===== src/init_pkg.sv =====
// Purpose: shared constants and types for the init and interrupt link
// Assumes: one system clock of 20 MHz on both ends
// Notes:   controller register map too
package init_pkg;

    ////////////////////////////////////////////////////////////////////////
    // clock and boot serial timing
    localparam int unsigned SYS_CLK_HZ   = 20_000_000;
    localparam int unsigned BOOT_CLK_DIV = 256;
    localparam int unsigned DIV_W        = $clog2(BOOT_CLK_DIV);
    localparam int unsigned BOOT_BITS    = 256;
    localparam logic [7:0]  DIV_RESET    = 8'h00;
    localparam logic [7:0]  DIV_SAMPLE   = 8'hFF;

    ////////////////////////////////////////////////////////////////////////
    // interrupt register layout
    localparam int unsigned GEN_INT_W    = 6;
    localparam int unsigned INT_REG_W    = 7;
    localparam int unsigned NMI_POS      = 6;
    localparam int unsigned ORDER_CFG_POS = 8;

    // pin sync vector: {data, nmi, int[5:0], order, reset, por, supply}
    localparam int unsigned PIN_W        = 12;
    localparam logic [11:0] PIN_SYNC_RST = 12'h7F0;

    ////////////////////////////////////////////////////////////////////////
    // controller register map, byte offsets
    localparam int unsigned ADDR_W       = 8;
    localparam logic [7:0]  CTRL_OFS     = 8'h00;
    localparam logic [7:0]  INT_OFS      = 8'h04;
    localparam logic [7:0]  STAT_OFS     = 8'h08;
    localparam logic [7:0]  ROM_OFS      = 8'h40;
    localparam int unsigned CTRL_SUPPLY  = 0;
    localparam int unsigned CTRL_POR     = 1;
    localparam int unsigned CTRL_RST     = 2;
    localparam int unsigned CTRL_ORDER   = 3;
    localparam logic [3:0]  CTRL_RST_VAL = 4'h0;
    localparam logic [6:0]  INT_N_RST    = 7'h7F;
    localparam logic [1:0]  HTRANS_NSEQ  = 2'h2;

    typedef enum logic [1:0] {
        ST_OFF,
        ST_LOAD,
        ST_HOLD,
        ST_RUN
    } boot_state_t;

endpackage : init_pkg


===== src/init_link_if.sv =====
// Purpose: pin bundle between the processor init logic and its agent
// Assumes: every pin is a plain one-way wire
// Notes:   active-low pins end in _n
`timescale 1ns/1ps
interface init_link_if;
    logic       supply_good;
    logic       power_on_reset_n;
    logic       reset_n;
    logic       byte_order_select;
    logic [5:0] int_n;
    logic       nmi_n;
    logic       boot_serial_clock;
    logic       boot_serial_data_in;

    modport device (
        input  supply_good, power_on_reset_n, reset_n, byte_order_select,
        input  int_n, nmi_n, boot_serial_data_in,
        output boot_serial_clock
    );

    modport agent (
        output supply_good, power_on_reset_n, reset_n, byte_order_select,
        output int_n, nmi_n, boot_serial_data_in,
        input  boot_serial_clock
    );
endinterface : init_link_if


===== src/cpu_init_ctl.sv =====
// Purpose: processor init sequencer and interrupt pin merge
// Assumes: all link input pins come from outside and are synchronised here
// Notes:   mode data are sampled at the end of each serial clock high
//
// Operation
// OR six interrupt pins into bits 5:0
// OR nonmaskable pin into bit six
// config bit eight zero selects byte-order pin
// ROM-selected ordering needs order pin held low
// agent asserts power-on reset, releases synchronously
// agent asserts reset always, releases synchronously
// cold restart reset may be asynchronous
// reset alone with power-on released: warm restart
// boot clock is system clock over 256
// supply good starts init and mode read
// active-low interrupts synchronised before merging
`timescale 1ns/1ps
module cpu_init_ctl #(
    parameter int unsigned CFG_BITS = init_pkg::BOOT_BITS
) (
    input  wire logic                           clk_sys,
    input  wire logic                           rst_b,
    init_link_if.device                         link,
    input  wire logic [init_pkg::INT_REG_W-1:0] soft_int,
    output logic      [CFG_BITS-1:0]            boot_config,
    output logic                                config_valid,
    output logic                                big_endian,
    output logic                                core_reset,
    output logic                                warm_restart,
    output logic      [init_pkg::INT_REG_W-1:0] int_reg
);
    import init_pkg::*;

    localparam int unsigned CNT_W = $clog2(CFG_BITS);

    ////////////////////////////////////////////////////////////////////////
    // declarations

    // pin synchronisers
    logic [PIN_W-1:0]     pin_meta_r;
    logic [PIN_W-1:0]     pin_s_r;
    logic                 supply_s;
    logic                 por_n_s;
    logic                 rst_n_s;
    logic                 order_s;
    logic [GEN_INT_W-1:0] int_n_s;
    logic                 nmi_n_s;
    logic                 data_s;

    // boot clock divider
    logic [DIV_W-1:0]     div_r;
    logic [DIV_W-1:0]     div_nxt;
    logic                 sclk_r;
    logic                 sclk_nxt;
    logic                 sample_tick;

    // sequencer
    boot_state_t          state_r;
    boot_state_t          state_nxt;
    logic [CNT_W-1:0]     cnt_r;
    logic [CNT_W-1:0]     cnt_nxt;
    logic [CFG_BITS-1:0]  cfg_r;
    logic [CFG_BITS-1:0]  cfg_nxt;
    logic                 valid_r;
    logic                 valid_nxt;
    logic                 warm_r;
    logic                 warm_nxt;
    logic                 hold_r;
    logic                 hold_nxt;
    logic                 endian_r;
    logic                 endian_nxt;

    // interrupt register
    logic [INT_REG_W-1:0] int_r;
    logic [INT_REG_W-1:0] int_nxt;

    ////////////////////////////////////////////////////////////////////////
    // two-flop synchronisers; stage one feeds only stage two, which
    // makes an asynchronous reset edge safe
    always_ff @(posedge clk_sys) begin
        if (!rst_b) begin
            pin_meta_r <= PIN_SYNC_RST;
            pin_s_r    <= PIN_SYNC_RST;
        end else begin
            pin_meta_r <= {link.boot_serial_data_in,
                           link.nmi_n,
                           link.int_n,
                           link.byte_order_select,
                           link.reset_n,
                           link.power_on_reset_n,
                           link.supply_good};
            pin_s_r    <= pin_meta_r;
        end
    end

    // unpack the synchronised copies
    assign supply_s = pin_s_r[0];
    assign por_n_s  = pin_s_r[1];
    assign rst_n_s  = pin_s_r[2];
    assign order_s  = pin_s_r[3];
    assign int_n_s  = pin_s_r[9:4];
    assign nmi_n_s  = pin_s_r[10];
    assign data_s   = pin_s_r[11];

    ////////////////////////////////////////////////////////////////////////
    // boot clock: low half then high half; restarts from zero with
    // supply_good so the ROM side counts edges from a known start
    always_comb begin
        div_nxt  = DIV_RESET;
        sclk_nxt = 1'b0;
        if (state_r != ST_OFF) begin
            div_nxt  = DIV_W'(div_r + 1'b1);
            sclk_nxt = div_nxt[DIV_W-1];
        end
    end

    // sample at the end of the high half, clear of the ROM's step
    assign sample_tick = (state_r == ST_LOAD) && (div_r == DIV_SAMPLE);

    always_ff @(posedge clk_sys) begin
        if (!rst_b) begin
            div_r  <= DIV_RESET;
            sclk_r <= 1'b0;
        end else begin
            div_r  <= div_nxt;
            sclk_r <= sclk_nxt;
        end
    end

    ////////////////////////////////////////////////////////////////////////
    // init sequencer: off, load mode bits, hold in reset, run
    always_comb begin
        state_nxt  = state_r;
        cnt_nxt    = cnt_r;
        cfg_nxt    = cfg_r;
        valid_nxt  = valid_r;
        warm_nxt   = warm_r;
        hold_nxt   = 1'b1;
        case (state_r)
            ST_OFF: begin
                valid_nxt = 1'b0;
                warm_nxt  = 1'b0;
                cnt_nxt   = '0;
                if (supply_s) begin
                    state_nxt = ST_LOAD;
                end
            end
            ST_LOAD: begin
                if (sample_tick) begin
                    cfg_nxt[cnt_r] = data_s;
                    cnt_nxt        = CNT_W'(cnt_r + 1'b1);
                    if (cnt_r == CNT_W'(CFG_BITS - 1)) begin
                        state_nxt = ST_HOLD;
                        valid_nxt = 1'b1;
                    end
                end
            end
            ST_HOLD: begin
                // leave only once both resets read released
                if (por_n_s && rst_n_s) begin
                    state_nxt = ST_RUN;
                    hold_nxt  = 1'b0;
                end
            end
            ST_RUN: begin
                hold_nxt = 1'b0;
                if (!rst_n_s) begin
                    // reset with power-on still released is a warm one
                    state_nxt = ST_HOLD;
                    hold_nxt  = 1'b1;
                    warm_nxt  = por_n_s;
                end
            end
            default: begin
                state_nxt = ST_OFF;
            end
        endcase
        // a dropped supply aborts anything, including a load
        if (!supply_s) begin
            state_nxt = ST_OFF;
            hold_nxt  = 1'b1;
        end
    end

    always_ff @(posedge clk_sys) begin
        if (!rst_b) begin
            state_r <= ST_OFF;
            cnt_r   <= '0;
            cfg_r   <= '0;
            valid_r <= 1'b0;
            warm_r  <= 1'b0;
            hold_r  <= 1'b1;
        end else begin
            state_r <= state_nxt;
            cnt_r   <= cnt_nxt;
            cfg_r   <= cfg_nxt;
            valid_r <= valid_nxt;
            warm_r  <= warm_nxt;
            hold_r  <= hold_nxt;
        end
    end

    ////////////////////////////////////////////////////////////////////////
    // byte order: config bit set forces big endian; cleared, the pin
    // decides, which is why a ROM-driven system must ground that pin
    always_comb begin
        endian_nxt = order_s;
        if (valid_r) begin
            endian_nxt = cfg_r[ORDER_CFG_POS] | order_s;
        end
    end

    always_ff @(posedge clk_sys) begin
        if (!rst_b) begin
            endian_r <= 1'b0;
        end else begin
            endian_r <= endian_nxt;
        end
    end

    ////////////////////////////////////////////////////////////////////////
    // interrupt register: low pin reads as one, ORed with soft_int
    always_comb begin
        int_nxt                  = soft_int;
        int_nxt[GEN_INT_W-1:0]   = soft_int[GEN_INT_W-1:0] | ~int_n_s;
        int_nxt[NMI_POS]         = soft_int[NMI_POS] | ~nmi_n_s;
    end

    always_ff @(posedge clk_sys) begin
        if (!rst_b) begin
            int_r <= '0;
        end else begin
            int_r <= int_nxt;
        end
    end

    ////////////////////////////////////////////////////////////////////////
    // outputs, each straight from a flop
    assign link.boot_serial_clock = sclk_r;
    assign boot_config            = cfg_r;
    assign config_valid           = valid_r;
    assign big_endian             = endian_r;
    assign core_reset             = hold_r;
    assign warm_restart           = warm_r;
    assign int_reg                = int_r;

endmodule : cpu_init_ctl


===== src/flat_wrapper.sv =====
// flat-port wrapper written by rule: the top's interface ports become plain ports
module cpu_init_ctl_flat import init_pkg::*;
#(
    parameter int unsigned CFG_BITS = init_pkg::BOOT_BITS
)
  (clk_sys, rst_b, soft_int, boot_config, config_valid, big_endian, core_reset, warm_restart, int_reg, link_supply_good, link_power_on_reset_n, link_reset_n, link_byte_order_select, link_int_n, link_nmi_n, link_boot_serial_data_in, link_boot_serial_clock);
  init_link_if link_i ();
  input  wire logic clk_sys;
  input  wire logic rst_b;
  input  wire logic [init_pkg::INT_REG_W-1:0] soft_int;
  output logic      [CFG_BITS-1:0] boot_config;
  output logic config_valid;
  output logic big_endian;
  output logic core_reset;
  output logic warm_restart;
  output logic      [init_pkg::INT_REG_W-1:0] int_reg;
  input wire logic [$bits(link_i.supply_good)-1:0] link_supply_good;
  input wire logic [$bits(link_i.power_on_reset_n)-1:0] link_power_on_reset_n;
  input wire logic [$bits(link_i.reset_n)-1:0] link_reset_n;
  input wire logic [$bits(link_i.byte_order_select)-1:0] link_byte_order_select;
  input wire logic [$bits(link_i.int_n)-1:0] link_int_n;
  input wire logic [$bits(link_i.nmi_n)-1:0] link_nmi_n;
  input wire logic [$bits(link_i.boot_serial_data_in)-1:0] link_boot_serial_data_in;
  output wire logic [$bits(link_i.boot_serial_clock)-1:0] link_boot_serial_clock;
  assign link_i.supply_good = link_supply_good;
  assign link_i.power_on_reset_n = link_power_on_reset_n;
  assign link_i.reset_n = link_reset_n;
  assign link_i.byte_order_select = link_byte_order_select;
  assign link_i.int_n = link_int_n;
  assign link_i.nmi_n = link_nmi_n;
  assign link_i.boot_serial_data_in = link_boot_serial_data_in;
  assign link_boot_serial_clock = link_i.boot_serial_clock;
  cpu_init_ctl #(.CFG_BITS(CFG_BITS)) u_core (.clk_sys(clk_sys), .rst_b(rst_b), .link(link_i), .soft_int(soft_int), .boot_config(boot_config), .config_valid(config_valid), .big_endian(big_endian), .core_reset(core_reset), .warm_restart(warm_restart), .int_reg(int_reg));
endmodule

===== config.mk =====
export PLATFORM = sky130hd
export DESIGN_NAME = cpu_init_ctl_flat
export DESIGN_NICKNAME = d
export VERILOG_FILES = /design/src/init_pkg.sv /design/src/init_link_if.sv /design/src/cpu_init_ctl.sv /design/src/flat_wrapper.sv
export SDC_FILE = /design/constraint.sdc
export NUM_CORES = 1
export LEC_CHECK = 0
export BUFFER_PORTS_ARGS = -buffer_cell sky130_fd_sc_hd__clkbuf_2
export CELL_PAD_IN_SITES_DETAIL_PLACEMENT = 0
export CELL_PAD_IN_SITES_GLOBAL_PLACEMENT = 2
export CORE_MARGIN = 2
export CORE_UTILIZATION = 28
export DETAILED_ROUTE_END_ITERATION = 16
export PLACE_DENSITY_LB_ADDON = 0.05
export SYNTH_ARGS = -nofsm -noshare
export SYNTH_HDL_FRONTEND = slang
export SYNTH_SLANG_ARGS = --single-unit

===== constraint.sdc =====
create_clock -name clk_sys -period 1.9 [get_ports clk_sys]
set_input_delay 0.38 -clock clk_sys [delete_from_list [all_inputs] [get_ports clk_sys]]
set_output_delay 0.38 -clock clk_sys [all_outputs]
set_load 0.02 [all_outputs]

==> flow_summary.json, run 1 <==
{
  "hp-class": "in2reg",
  "cp.required_ns": 2.34,
  "post-route-util_pct": 39.1,
  "synthAdderAreaFrac_pct": 0.510,
  "rr_worst_depth": 9,
  "hpwl_um": 37500,
  "gp_congestion": 0.787,
  "first_global_vias": 11691,
  "synth_top_family_by_area": "simple AND/OR/NAND/NOR gates",
  "synthMuxAreaShare_pct": 2.61,
  "grt_pass1_wl_um": 80100,
  "rows": 76,
  "synth_xor_area_share_pct": 0.571,
  "clock_latency_ns": 0.56,
  "period_needed_ns": 1.83,
  "insertedDiodeCount": 0,
  "cts_tree": "yes",
  "cts_root_buffer": "clkbuf_16",
  "first_pass_iters": 5,
  "antenna_found_initial": 0,
  "drc_errors": 0,
  "yosysWarnings": 0,
  "worstMarginPinSlew_ns": 0.503,
  "area_growth_pct": 37.5,
  "fillers": 4476,
  "use_met3_pct": 4.34,
  "max-slew-margin-rel_pct": 66.5,
  "cp-start-kind": "flop",
  "via_per_inst": 5.10,
  "grt_overflow": 0,
  "pre_cts_slack_ns": -0.192,
  "core_um2": 43200,
  "synth_area_leaders": "dfxtp_1 (50%), nand3_1 (9.7%), a21oi_1 (9.7%)",
  "grt_max_degree": 51,
  "post_drt_wl_per_cell_um": 23.5,
  "cts_sinks": 309,
  "grt_setup_unrepaired": "true",
  "cap_violations": 0,
  "synth_area_per_cell_um2": 8.54,
  "hold_viol_final": 0,
  "yosysTopAreaCell": "dfxtp_1",
  "synthCells": 1438,
  "busiest_layer": "met2",
  "cts_max_path_buffers": 3,
  "synth-async-reset-ratio_pct": 0,
  "synthesis.nets": 1464,
  "powerDensity_nw_per_um2": 841,
  "ir_drop_uv": 534,
  "multi_input_area_um2": 5580,
  "setup-violations-final": 0,
  "cts.clk_slew.worst_paths_ns": 0.06,
  "synth-simple-area-share_pct": 20.5,
  "routed_wl_um": 56100,
  "fmax_mhz": 545,
  "antenna_left": 0,
  "critPathCaptureType": "flop",
  "hold_depth": 2,
  "pin_count": 289,
  "dieWidth_um": 213,
  "synth-seq-cells": 309,
  "fin_crit_sh_pct": 96.6,
  "die_h_um": 213,
  "drt_iter0_markers": 992,
  "synth_top_area_share_pct": 50.4,
  "cts-buffers-inserted": 38,
  "synth_compound_area_share_pct": 19.5,
  "skew_ns": 0.0216,
  "gr-usage-met1_pct": 32.8,
  "synthFlopType": "dfxtp_1",
  "power_leakage_nw": 6.66,
  "slew_violations": 0,
  "grt.total_usage_pct": 23.9,
  "drive_gt1_share_pct": 31.2,
  "worstSetupPathType": "reg2reg",
  "synth-seq-area-share_pct": 50.4,
  "worstPathMaxFanout": 13,
  "syn_area_um2": 12300,
  "design.die.area_um2": 45500,
  "vias": 12176,
  "outcome": "finished clean",
  "synth_edf_count": 0,
  "use_met2_pct": 38.2,
  "timing.final.ws_setup_ns": 0.0652,
  "layout.nets": 1804,
  "htreeDepth": 2,
  "io_buffers": 288,
  "largest_register_ff_count": 256,
  "critical_path_arrival_ns": 2.28,
  "regArea_um2": 6200,
  "synthDistinctLibCells": 43,
  "initial_core_util_pct": 28.4
}
==> cell families (layout without fill, tap and decap cells) <==
kind of cell | after synthesis | count (layout)
DFF | 309 | 309
adders and majority gates | 5 | 5
AOI/OAI and AO/OA | 474 | 474
and+or+nand+nor | 455 | 455
buffers and inverters | 155 | 521
xor gates and xnor gates | 8 | 8
muxes | 32 | 32
==> layout make-up <==
cell class | count | area share, %
Multi-Input combinational cell | 974 | 33.1
Timing Repair Buffer | 443 | 18.2
Inverter | 12 | 0.311
Clock buffer | 57 | 6.60
Clock inverter | 9 | 0.734
Tap cell | 585 | 4.34
Sequential cell | 309 | 36.7
==> cells in the mapped netlist (11+ instances only) <==
library cell	number
nor4_4	16
nand4_1	19
buf_2	25
mux2i_1	32
buf_4	14
dfxtp_1	309
inv_1	11
a21oi_1	237
nand3_1	238
o21ai_1	26
nor2_1	28
nand2_1	90
and2_1	15
clkbuf_1	96
nand2b_1	21
o21ai_0	202
==> metal layers <==
layer,part of all wire (%),up-vias
met5,0,-
met2,48,384
li1,-,5802
met1,45,5928
met3,5.7,62
met4,2.3,0
==> stage by stage <==
step / total power [mW] / std cells / TNS, ns / instance area [um^2] / hold slack [ns]
floorplan: 6.85 / 1438 / -1.04 / 12400 / 0.386
global placement: 6.98 / 2307 / -3.14 / 15400 / 0.390
detailed placement: 6.98 / 2307 / -5.12 / 15400 / 0.393
CTS: 14.4 / 2382 / 0 / 16700 / 0.000967
global route: 14.7 / 2389 / -0.182 / 16900 / 0.0174
finish: 14.2 / 2389 / 0 / 16900 / 0.0226
==> placed cells by master, fill, tap and decap left out, types with 5 or more instances in the layout <==
cell type	Yosys	routed
a21oi_1	237	232
buf_12	1	31
clkbuf_16	0	40
nand2_1	90	87
mux2i_1	32	32
a21oi_2	0	5
inv_1	11	11
nand2b_1	21	21
dlygate4sd3_1	0	5
buf_6	4	16
nand3_1	238	217
nor4_4	16	17
clkbuf_2	0	288
dfxtp_1	309	300
clkbuf_1	96	11
clkinv_2	0	5
o21ai_0	202	160
clkbuf_8	0	7
xor2_1	6	6
nand4_1	19	19
nor3_2	0	5
nor2b_1	5	5
buf_4	14	100
and2_1	15	15
nand3_2	0	21
o21ai_1	26	68
nor2_1	28	26
dfxtp_2	0	7
==> timing repair <==
| action | in CTS | in global routing |
|---|---|---|
| pin swaps | 2 | 11 |
| cloned | 0 | 3 |
| endpoints found under the setup margin | 91 | 179 |
| hold buffers | 5 | 0 |
| gates resized for setup | 2 | 82 |
| endpoints found under the hold margin | 5 | 0 |
| setup buffers | 4 | 4 |
==> where the power goes <==
group          switching (mW)  internal, mW  total [mW]
Combinational           0.214        0.0949       0.309
Sequential             0.0191          6.51        6.53
Clock                    2.92          4.44        7.36
==> final timing paths <==
path | to | from | slack (ns)
hold reg to reg | u_core.pin_s_r[10]$_SDFF_PN1_ | u_core.pin_meta_r[10]$_SDFF_PN1_ | 0.40
hold / removal | u_core.pin_meta_r[10]$_SDFF_PN1_ | link_nmi_n | 0.02
setup reg to reg | u_core.boot_config[37]$_SDFFE_PN0P_ | u_core.div_r[1]$_SDFF_PN0_ | 0.07
setup / recovery | u_core.boot_config[37]$_SDFFE_PN0P_ | u_core.div_r[1]$_SDFF_PN0_ | 0.07
==> worst max-delay path: stages, from the launching register on <==
cell,delay (ns)
dfxtp_2,0.35
ha_4,0.13
buf_4,0.13
and4b_1,0.23
buf_6,0.17
nand4_1,0.12
buf_4,0.19
buf_2,0.18
o21ai_1,0.16
a21oi_1,0.07
No activity file was read; power rests on OpenSTA's default activity.
==> inputs of run 2 (changes only) <==
--- a/config.mk
+++ b/config.mk
@@ -8,7 +8,7 @@
 export BUFFER_PORTS_ARGS = -buffer_cell sky130_fd_sc_hd__clkbuf_2
 export CELL_PAD_IN_SITES_DETAIL_PLACEMENT = 0
 export CELL_PAD_IN_SITES_GLOBAL_PLACEMENT = 2
-export CORE_MARGIN = 2
+export CORE_MARGIN = 1
 export CORE_UTILIZATION = 28
 export DETAILED_ROUTE_END_ITERATION = 16
 export PLACE_DENSITY_LB_ADDON = 0.05
==> run 2 against run 1 <==
Register-to-register slack hardly changed. Clock power is 3.4% higher. Utilization is 0.45 points higher. Fmax hardly changed. Highest routed layer unchanged. Total power is 1.8% higher. Critical endpoint is now u_core.boot_config[238]$_SDFFE_PN0P_. Setup slack better by 0.0011 ns.
==> flow_summary.json, run 2 (same netlist as run 1, synthesis figures left out) <==
{
  "power_leakage_nw": 6.75,
  "multi_input_area_um2": 5600,
  "insertedDiodeCount": 0,
  "cts_max_path_buffers": 3,
  "wl_met1_um": 25600,
  "area_growth_pct": 39.1,
  "period_needed_ns": 1.83,
  "hp-class": "in2reg",
  "worstPathMaxFanout": 8,
  "drc_errors": 0,
  "layout.nets": 1808,
  "grt_pass1_wl_um": 80300,
  "fin_crit_sh_pct": 96.5,
  "grt_overflow": 0,
  "max-slew-margin-rel_pct": 48.3,
  "slew_violations": 0,
  "rows": 76,
  "clock_latency_ns": 0.55,
  "hold_viol_final": 0,
  "mostFrequentLayoutCells": "dfxtp_1 (300), clkbuf_2 (288), a21oi_1 (230)",
  "cts_tree": "yes",
  "critical_path_arrival_ns": 2.31,
  "layout_commonest_cell": "dfxtp_1",
  "hold_slack_ns": 0.0441,
  "crit_chain": "inv_1 > ha_2 > nand2_2 > buf_6 > nor4_4 > buf_4 > clkbuf_16 > nand3_1 > a21oi_1",
  "antenna_found_initial": 1,
  "pin_count": 289,
  "skew_ns": 0.0159,
  "via_per_inst": 5.11,
  "power_mw": 14.5,
  "dpl_cell_area_um2": 15400,
  "htreeDepth": 2,
  "critPathBufInv": 4,
  "grt_max_degree": 129,
  "routed_wl_um": 56100,
  "first_global_vias": 11674,
  "io_buffers": 288,
  "hpwl_um": 36900,
  "worstMarginPinSlew_ns": 0.771,
  "critPathCaptureType": "flop",
  "die_h_um": 211,
  "cp_top_family": "buffers and inverters",
  "cts_sinks": 309,
  "drive_gt1_share_pct": 31.8,
  "powerDensity_nw_per_um2": 846,
  "largest_register_ff_count": 256,
  "slowest_delay_ns": 0.34,
  "drt_iter0_markers": 889,
  "core_um2": 43200,
  "cts-buffers-inserted": 39,
  "post-route-util_pct": 39.6,
  "design.die.area_um2": 44700,
  "fmax_mhz": 545,
  "vias": 12237,
  "ir_drop_uv": 634,
  "fin_area_um2": 17100,
  "setup-violations-final": 0,
  "initial_core_util_pct": 28.4,
  "dieWidth_um": 211,
  "route.met3.wl_um": 2610,
  "antenna_left": 0,
  "post_drt_wl_per_cell_um": 23.4,
  "grt.total_usage_pct": 24.3,
  "highest_layer": "met4",
  "fillers": 4500,
  "cap_violations": 0,
  "cp-start-kind": "flop",
  "cts.clk_slew.worst_paths_ns": 0.06,
  "cts_root_buffer": "clkbuf_16",
  "regArea_um2": 6200,
  "first_pass_iters": 5,
  "cpMaxStageDelayCell": "dfxtp_2",
  "gp_congestion": 0.811,
  "outcome": "finished clean",
  "grt_setup_unrepaired": "true",
  "worstSetupPathType": "reg2reg",
  "wl_met2_um": 26000,
  "cp.required_ns": 2.38
}
[run 2: changes by cell type in the layout (fill, tap and decap cells not counted), sizes merged]
| cell | before | now |
|---|---|---|
| buf | 149 | 147 |
| bufinv | 3 | 1 |
| clkbuf | 346 | 358 |
| clkinv | 5 | 2 |
| clkinvlp | 0 | 1 |
| dlygate4sd3 | 5 | 7 |
| inv | 13 | 12 |
[run 2: repair_timing]
item / in CTS / in global routing
endpoints found under the hold margin: 7 / 0
resized for setup: 1 / 56
buffers inserted: 1 / 9
endpoints found under the setup margin: 255 / 181
hold buffers: 7 / 0
pin swaps: 0 / 19
gates cloned: 0 / 4
[run 2: final timing paths]
| path | startpoint | to | slack (ns) | depth (start not counted) |
|---|---|---|---|---|
| min reg2reg | u_core.pin_meta_r[4]$_SDFF_PN1_ | u_core.pin_s_r[4]$_SDFF_PN1_ | 0.41 | 1 |
| max reg2reg | u_core.cnt_r[0]$_SDFFE_PN0P_ | u_core.boot_config[238]$_SDFFE_PN0P_ | 0.07 | 9 |
| max | u_core.cnt_r[0]$_SDFFE_PN0P_ | u_core.boot_config[238]$_SDFFE_PN0P_ | 0.07 | 9 |
| min | link_reset_n | u_core.pin_meta_r[2]$_SDFF_PN0_ | 0.04 | 2 |
[run 2: cell type report]
type	count	share of cell area, %
flip-flops and latches	309	36.3
multi-input cells	974	32.8
well taps	585	4.29
clock buffers	66	7.49
inverters	12	0.308
repair buffers	446	18.6
clock inverters	4	0.278
[run 2: routing by layer]
layer	up-vias	GRT usage, %
met2	366	38.7
met1	5991	33.1
met3	81	3.77
li1	5799	-
met5	-	0
met4	0	9.20
[run 2: through the flow]
stage	setup WS [ns]	std cells	setup TNS, ns
floorplan	-0.0545	1438	-1.04
global placement	-0.0735	2305	-2.65
detailed placement	-0.152	2305	-12.03
CTS	0.000486	2383	0
global route	-0.0233	2396	-0.0966
finish	0.0663	2396	0
[run 2: worst reg2reg max path, delay by kind of cell, from the launching register on]
family                     cells  cell delay [ns]
and+or+nand+nor                3             0.44
DFF                            1             0.34
buffers and inverters          4             0.62
adders and majority gates      1             0.20
AOI/OAI and AO/OA              1             0.17
[run 2: power breakdown]
group          total (mW)  internal (mW)  leakage (nW)  switching (mW)
sequential           6.52           6.51          2.50          0.0105
combinational       0.322         0.0972          3.60           0.224
clock                7.61           4.69         0.653            2.91
total                14.5           11.3          6.75            3.15
==> inputs of run 3 (changes only) <==
--- a/config.mk
+++ b/config.mk
@@ -11,7 +11,7 @@
 export CORE_MARGIN = 1
 export CORE_UTILIZATION = 28
 export DETAILED_ROUTE_END_ITERATION = 16
-export PLACE_DENSITY_LB_ADDON = 0.05
+export PLACE_DENSITY = 0.75
 export SYNTH_ARGS = -nofsm -noshare
 export SYNTH_HDL_FRONTEND = slang
 export SYNTH_SLANG_ARGS = --single-unit
==> run 3 against run 2 <==
Design area fell by 2.2%. Wire length fell by 4.0%. Combinational power fell by 6%. Sequential power barely moved. Critical path type unchanged. Largest cell class unchanged.
==> flow_summary.json, run 3 (same netlist as run 1, synthesis figures left out) <==
{
  "io_buffers": 288,
  "slew_violations": 0,
  "post_drt_wl_per_cell_um": 22.7,
  "cts-buffers-inserted": 37,
  "hpwl_um": 35700,
  "r2r-start": "u_core.div_r[1]$_SDFF_PN0_",
  "r2r_end": "u_core.boot_config[70]$_SDFFE_PN0P_",
  "cts.clk_slew.worst_paths_ns": 0.06,
  "rows": 76,
  "period_needed_ns": 1.84,
  "design.die.area_um2": 44700,
  "max-slew-margin-rel_pct": 48.2,
  "cp.required_ns": 2.37,
  "setup-violations-final": 0,
  "antenna_found_initial": 1,
  "power_mw": 13.6,
  "min_to": "u_core.pin_meta_r[10]$_SDFF_PN1_",
  "area_growth_pct": 36.1,
  "gp_congestion": 0.869,
  "die_h_um": 211,
  "fillers": 4416,
  "pin_count": 289,
  "skew_ns": 0.0119,
  "rr_worst_depth": 8,
  "reg2reg_slack_ns": 0.06,
  "htreeDepth": 2,
  "routed_wl_um": 53900,
  "critical_path_arrival_ns": 2.31,
  "power_leakage_nw": 6.58,
  "outcome": "finished clean",
  "largest_register_ff_count": 256,
  "hold_slack_ns": 0.0271,
  "worstSetupPathType": "reg2reg",
  "drt_iter0_markers": 1216,
  "mostFrequentLayoutCells": "dfxtp_1 (299), clkbuf_2 (288), a21oi_1 (235)",
  "dpl_cell_area_um2": 15300,
  "drive_gt1_share_pct": 31.6,
  "layout_commonest_cell": "dfxtp_1",
  "hold_depth": 2,
  "cap_violations": 0,
  "clock_latency_ns": 0.54,
  "grt_max_degree": 91,
  "drc_errors": 0,
  "ir_drop_uv": 505,
  "fin_area_um2": 16700,
  "fmax_mhz": 543,
  "cp-start-kind": "flop",
  "vias": 12421,
  "dieWidth_um": 211,
  "cts_tree": "yes",
  "initial_core_util_pct": 28.4,
  "via_per_inst": 5.22,
  "layout.nets": 1801,
  "insertedDiodeCount": 0,
  "critPathCaptureType": "flop",
  "hold_viol_final": 0,
  "hp-start": "link_nmi_n",
  "grt_overflow": 0,
  "hp-class": "in2reg",
  "grt_pass1_wl_um": 76100,
  "worstPathMaxFanout": 8,
  "grt.total_usage_pct": 22.9,
  "cts_sinks": 309,
  "antenna_left": 0,
  "powerDensity_nw_per_um2": 816,
  "cts_root_buffer": "clkbuf_16",
  "worstMarginPinSlew_ns": 0.772,
  "grt_setup_unrepaired": "true",
  "tns_ns": 0,
  "core_um2": 43200,
  "first_global_vias": 11440,
  "fin_crit_sh_pct": 96.9,
  "first_pass_iters": 5,
  "cts_max_path_buffers": 3
}
## run 3: cell types whose count changed in the layout (fill, tap and decap cells not counted), moves of 6 or more
cell,before,now
buf_12,32,24
clkbuf_16,45,39
clkbuf_8,16,8
o21ai_0,188,196
o21ai_1,40,30
## run 3: repair_timing
action	in CTS	in global routing
gates resized for setup	7	51
gates cloned	0	5
setup endpoints to repair	47	233
buffers inserted	0	8
hold endpoints to repair	2	0
pin swaps	1	7
hold buffers	2	0
## run 3: worst max-delay path by stage
| stage | start | endpoint | slack, ns | cells after the start |
|---|---|---|---|---|
| after floorplan | u_core.div_r[1]$_SDFF_PN0_ | u_core.boot_config[47]$_SDFFE_PN0P_ | -0.05 | 9 |
| after global placement | u_core.div_r[1]$_SDFF_PN0_ | u_core.boot_config[209]$_SDFFE_PN0P_ | -0.15 | 6 |
| after detailed placement | u_core.div_r[1]$_SDFF_PN0_ | u_core.boot_config[241]$_SDFFE_PN0P_ | -0.16 | 6 |
| after CTS | u_core.div_r[1]$_SDFF_PN0_ | u_core.boot_config[247]$_SDFFE_PN0P_ | -0.02 | 7 |
| after global routing | u_core.cnt_r[0]$_SDFFE_PN0P_ | u_core.boot_config[14]$_SDFFE_PN0P_ | -0.03 | 9 |
| final | u_core.div_r[1]$_SDFF_PN0_ | u_core.boot_config[70]$_SDFFE_PN0P_ | 0.06 | 8 |
## run 3: cell type report
| cell class | instances | area, um^2 | share of cell area (%) |
|---|---|---|---|
| clock buffers | 53 | 1070 | 6.38 |
| clock inverters | 5 | 53.8 | 0.322 |
| inverters | 12 | 50.0 | 0.300 |
| multi-input cells | 974 | 5600 | 33.5 |
| flip-flops and latches | 309 | 6200 | 37.1 |
| well taps | 585 | 732 | 4.38 |
| repair buffers | 441 | 3000 | 18.0 |
## run 3: per-layer routing
metal / GRT usage [%] / wire length (um) / share of wire [%] / vias to the layer above
li1: - / - / - / 5763
met1: 31.1 / 23000 / 43 / 6013
met2: 36.3 / 24800 / 46 / 552
met3: 4.15 / 4240 / 7.9 / 91
met4: 7.90 / 1790 / 3.3 / 2
met5: 0 / 12 / 0.022 / -
## run 3: through the flow
stage | setup WS, ns | utilization [%] | std cells
2_1_floorplan | -0.0545 | - | 1438
3_3_place_gp | -0.153 | 35.4 | 2306
3_5_place_dp | -0.156 | 35.4 | 2306
4_1_cts | -0.0222 | 38.1 | 2366
5_1_grt | -0.0322 | 38.7 | 2379
6_report | 0.0589 | 38.7 | 2379
## run 3: worst max-delay path, cell delays in order (launching register included)
cell	delay (ns)
dfxtp_2	0.35
ha_4	0.14
nand4b_1	0.08
buf_4	0.17
buf_6	0.16
nor4_4	0.36
buf_6	0.20
nand3_1	0.13
a21oi_1	0.17
## run 3: report_power, final
group          leakage (nW)  internal [mW]  switching [mW]
clock network         0.553           4.00            2.79
logic                  3.53         0.0962           0.208
registers              2.50           6.51          0.0218
total                  6.58           10.6            3.02
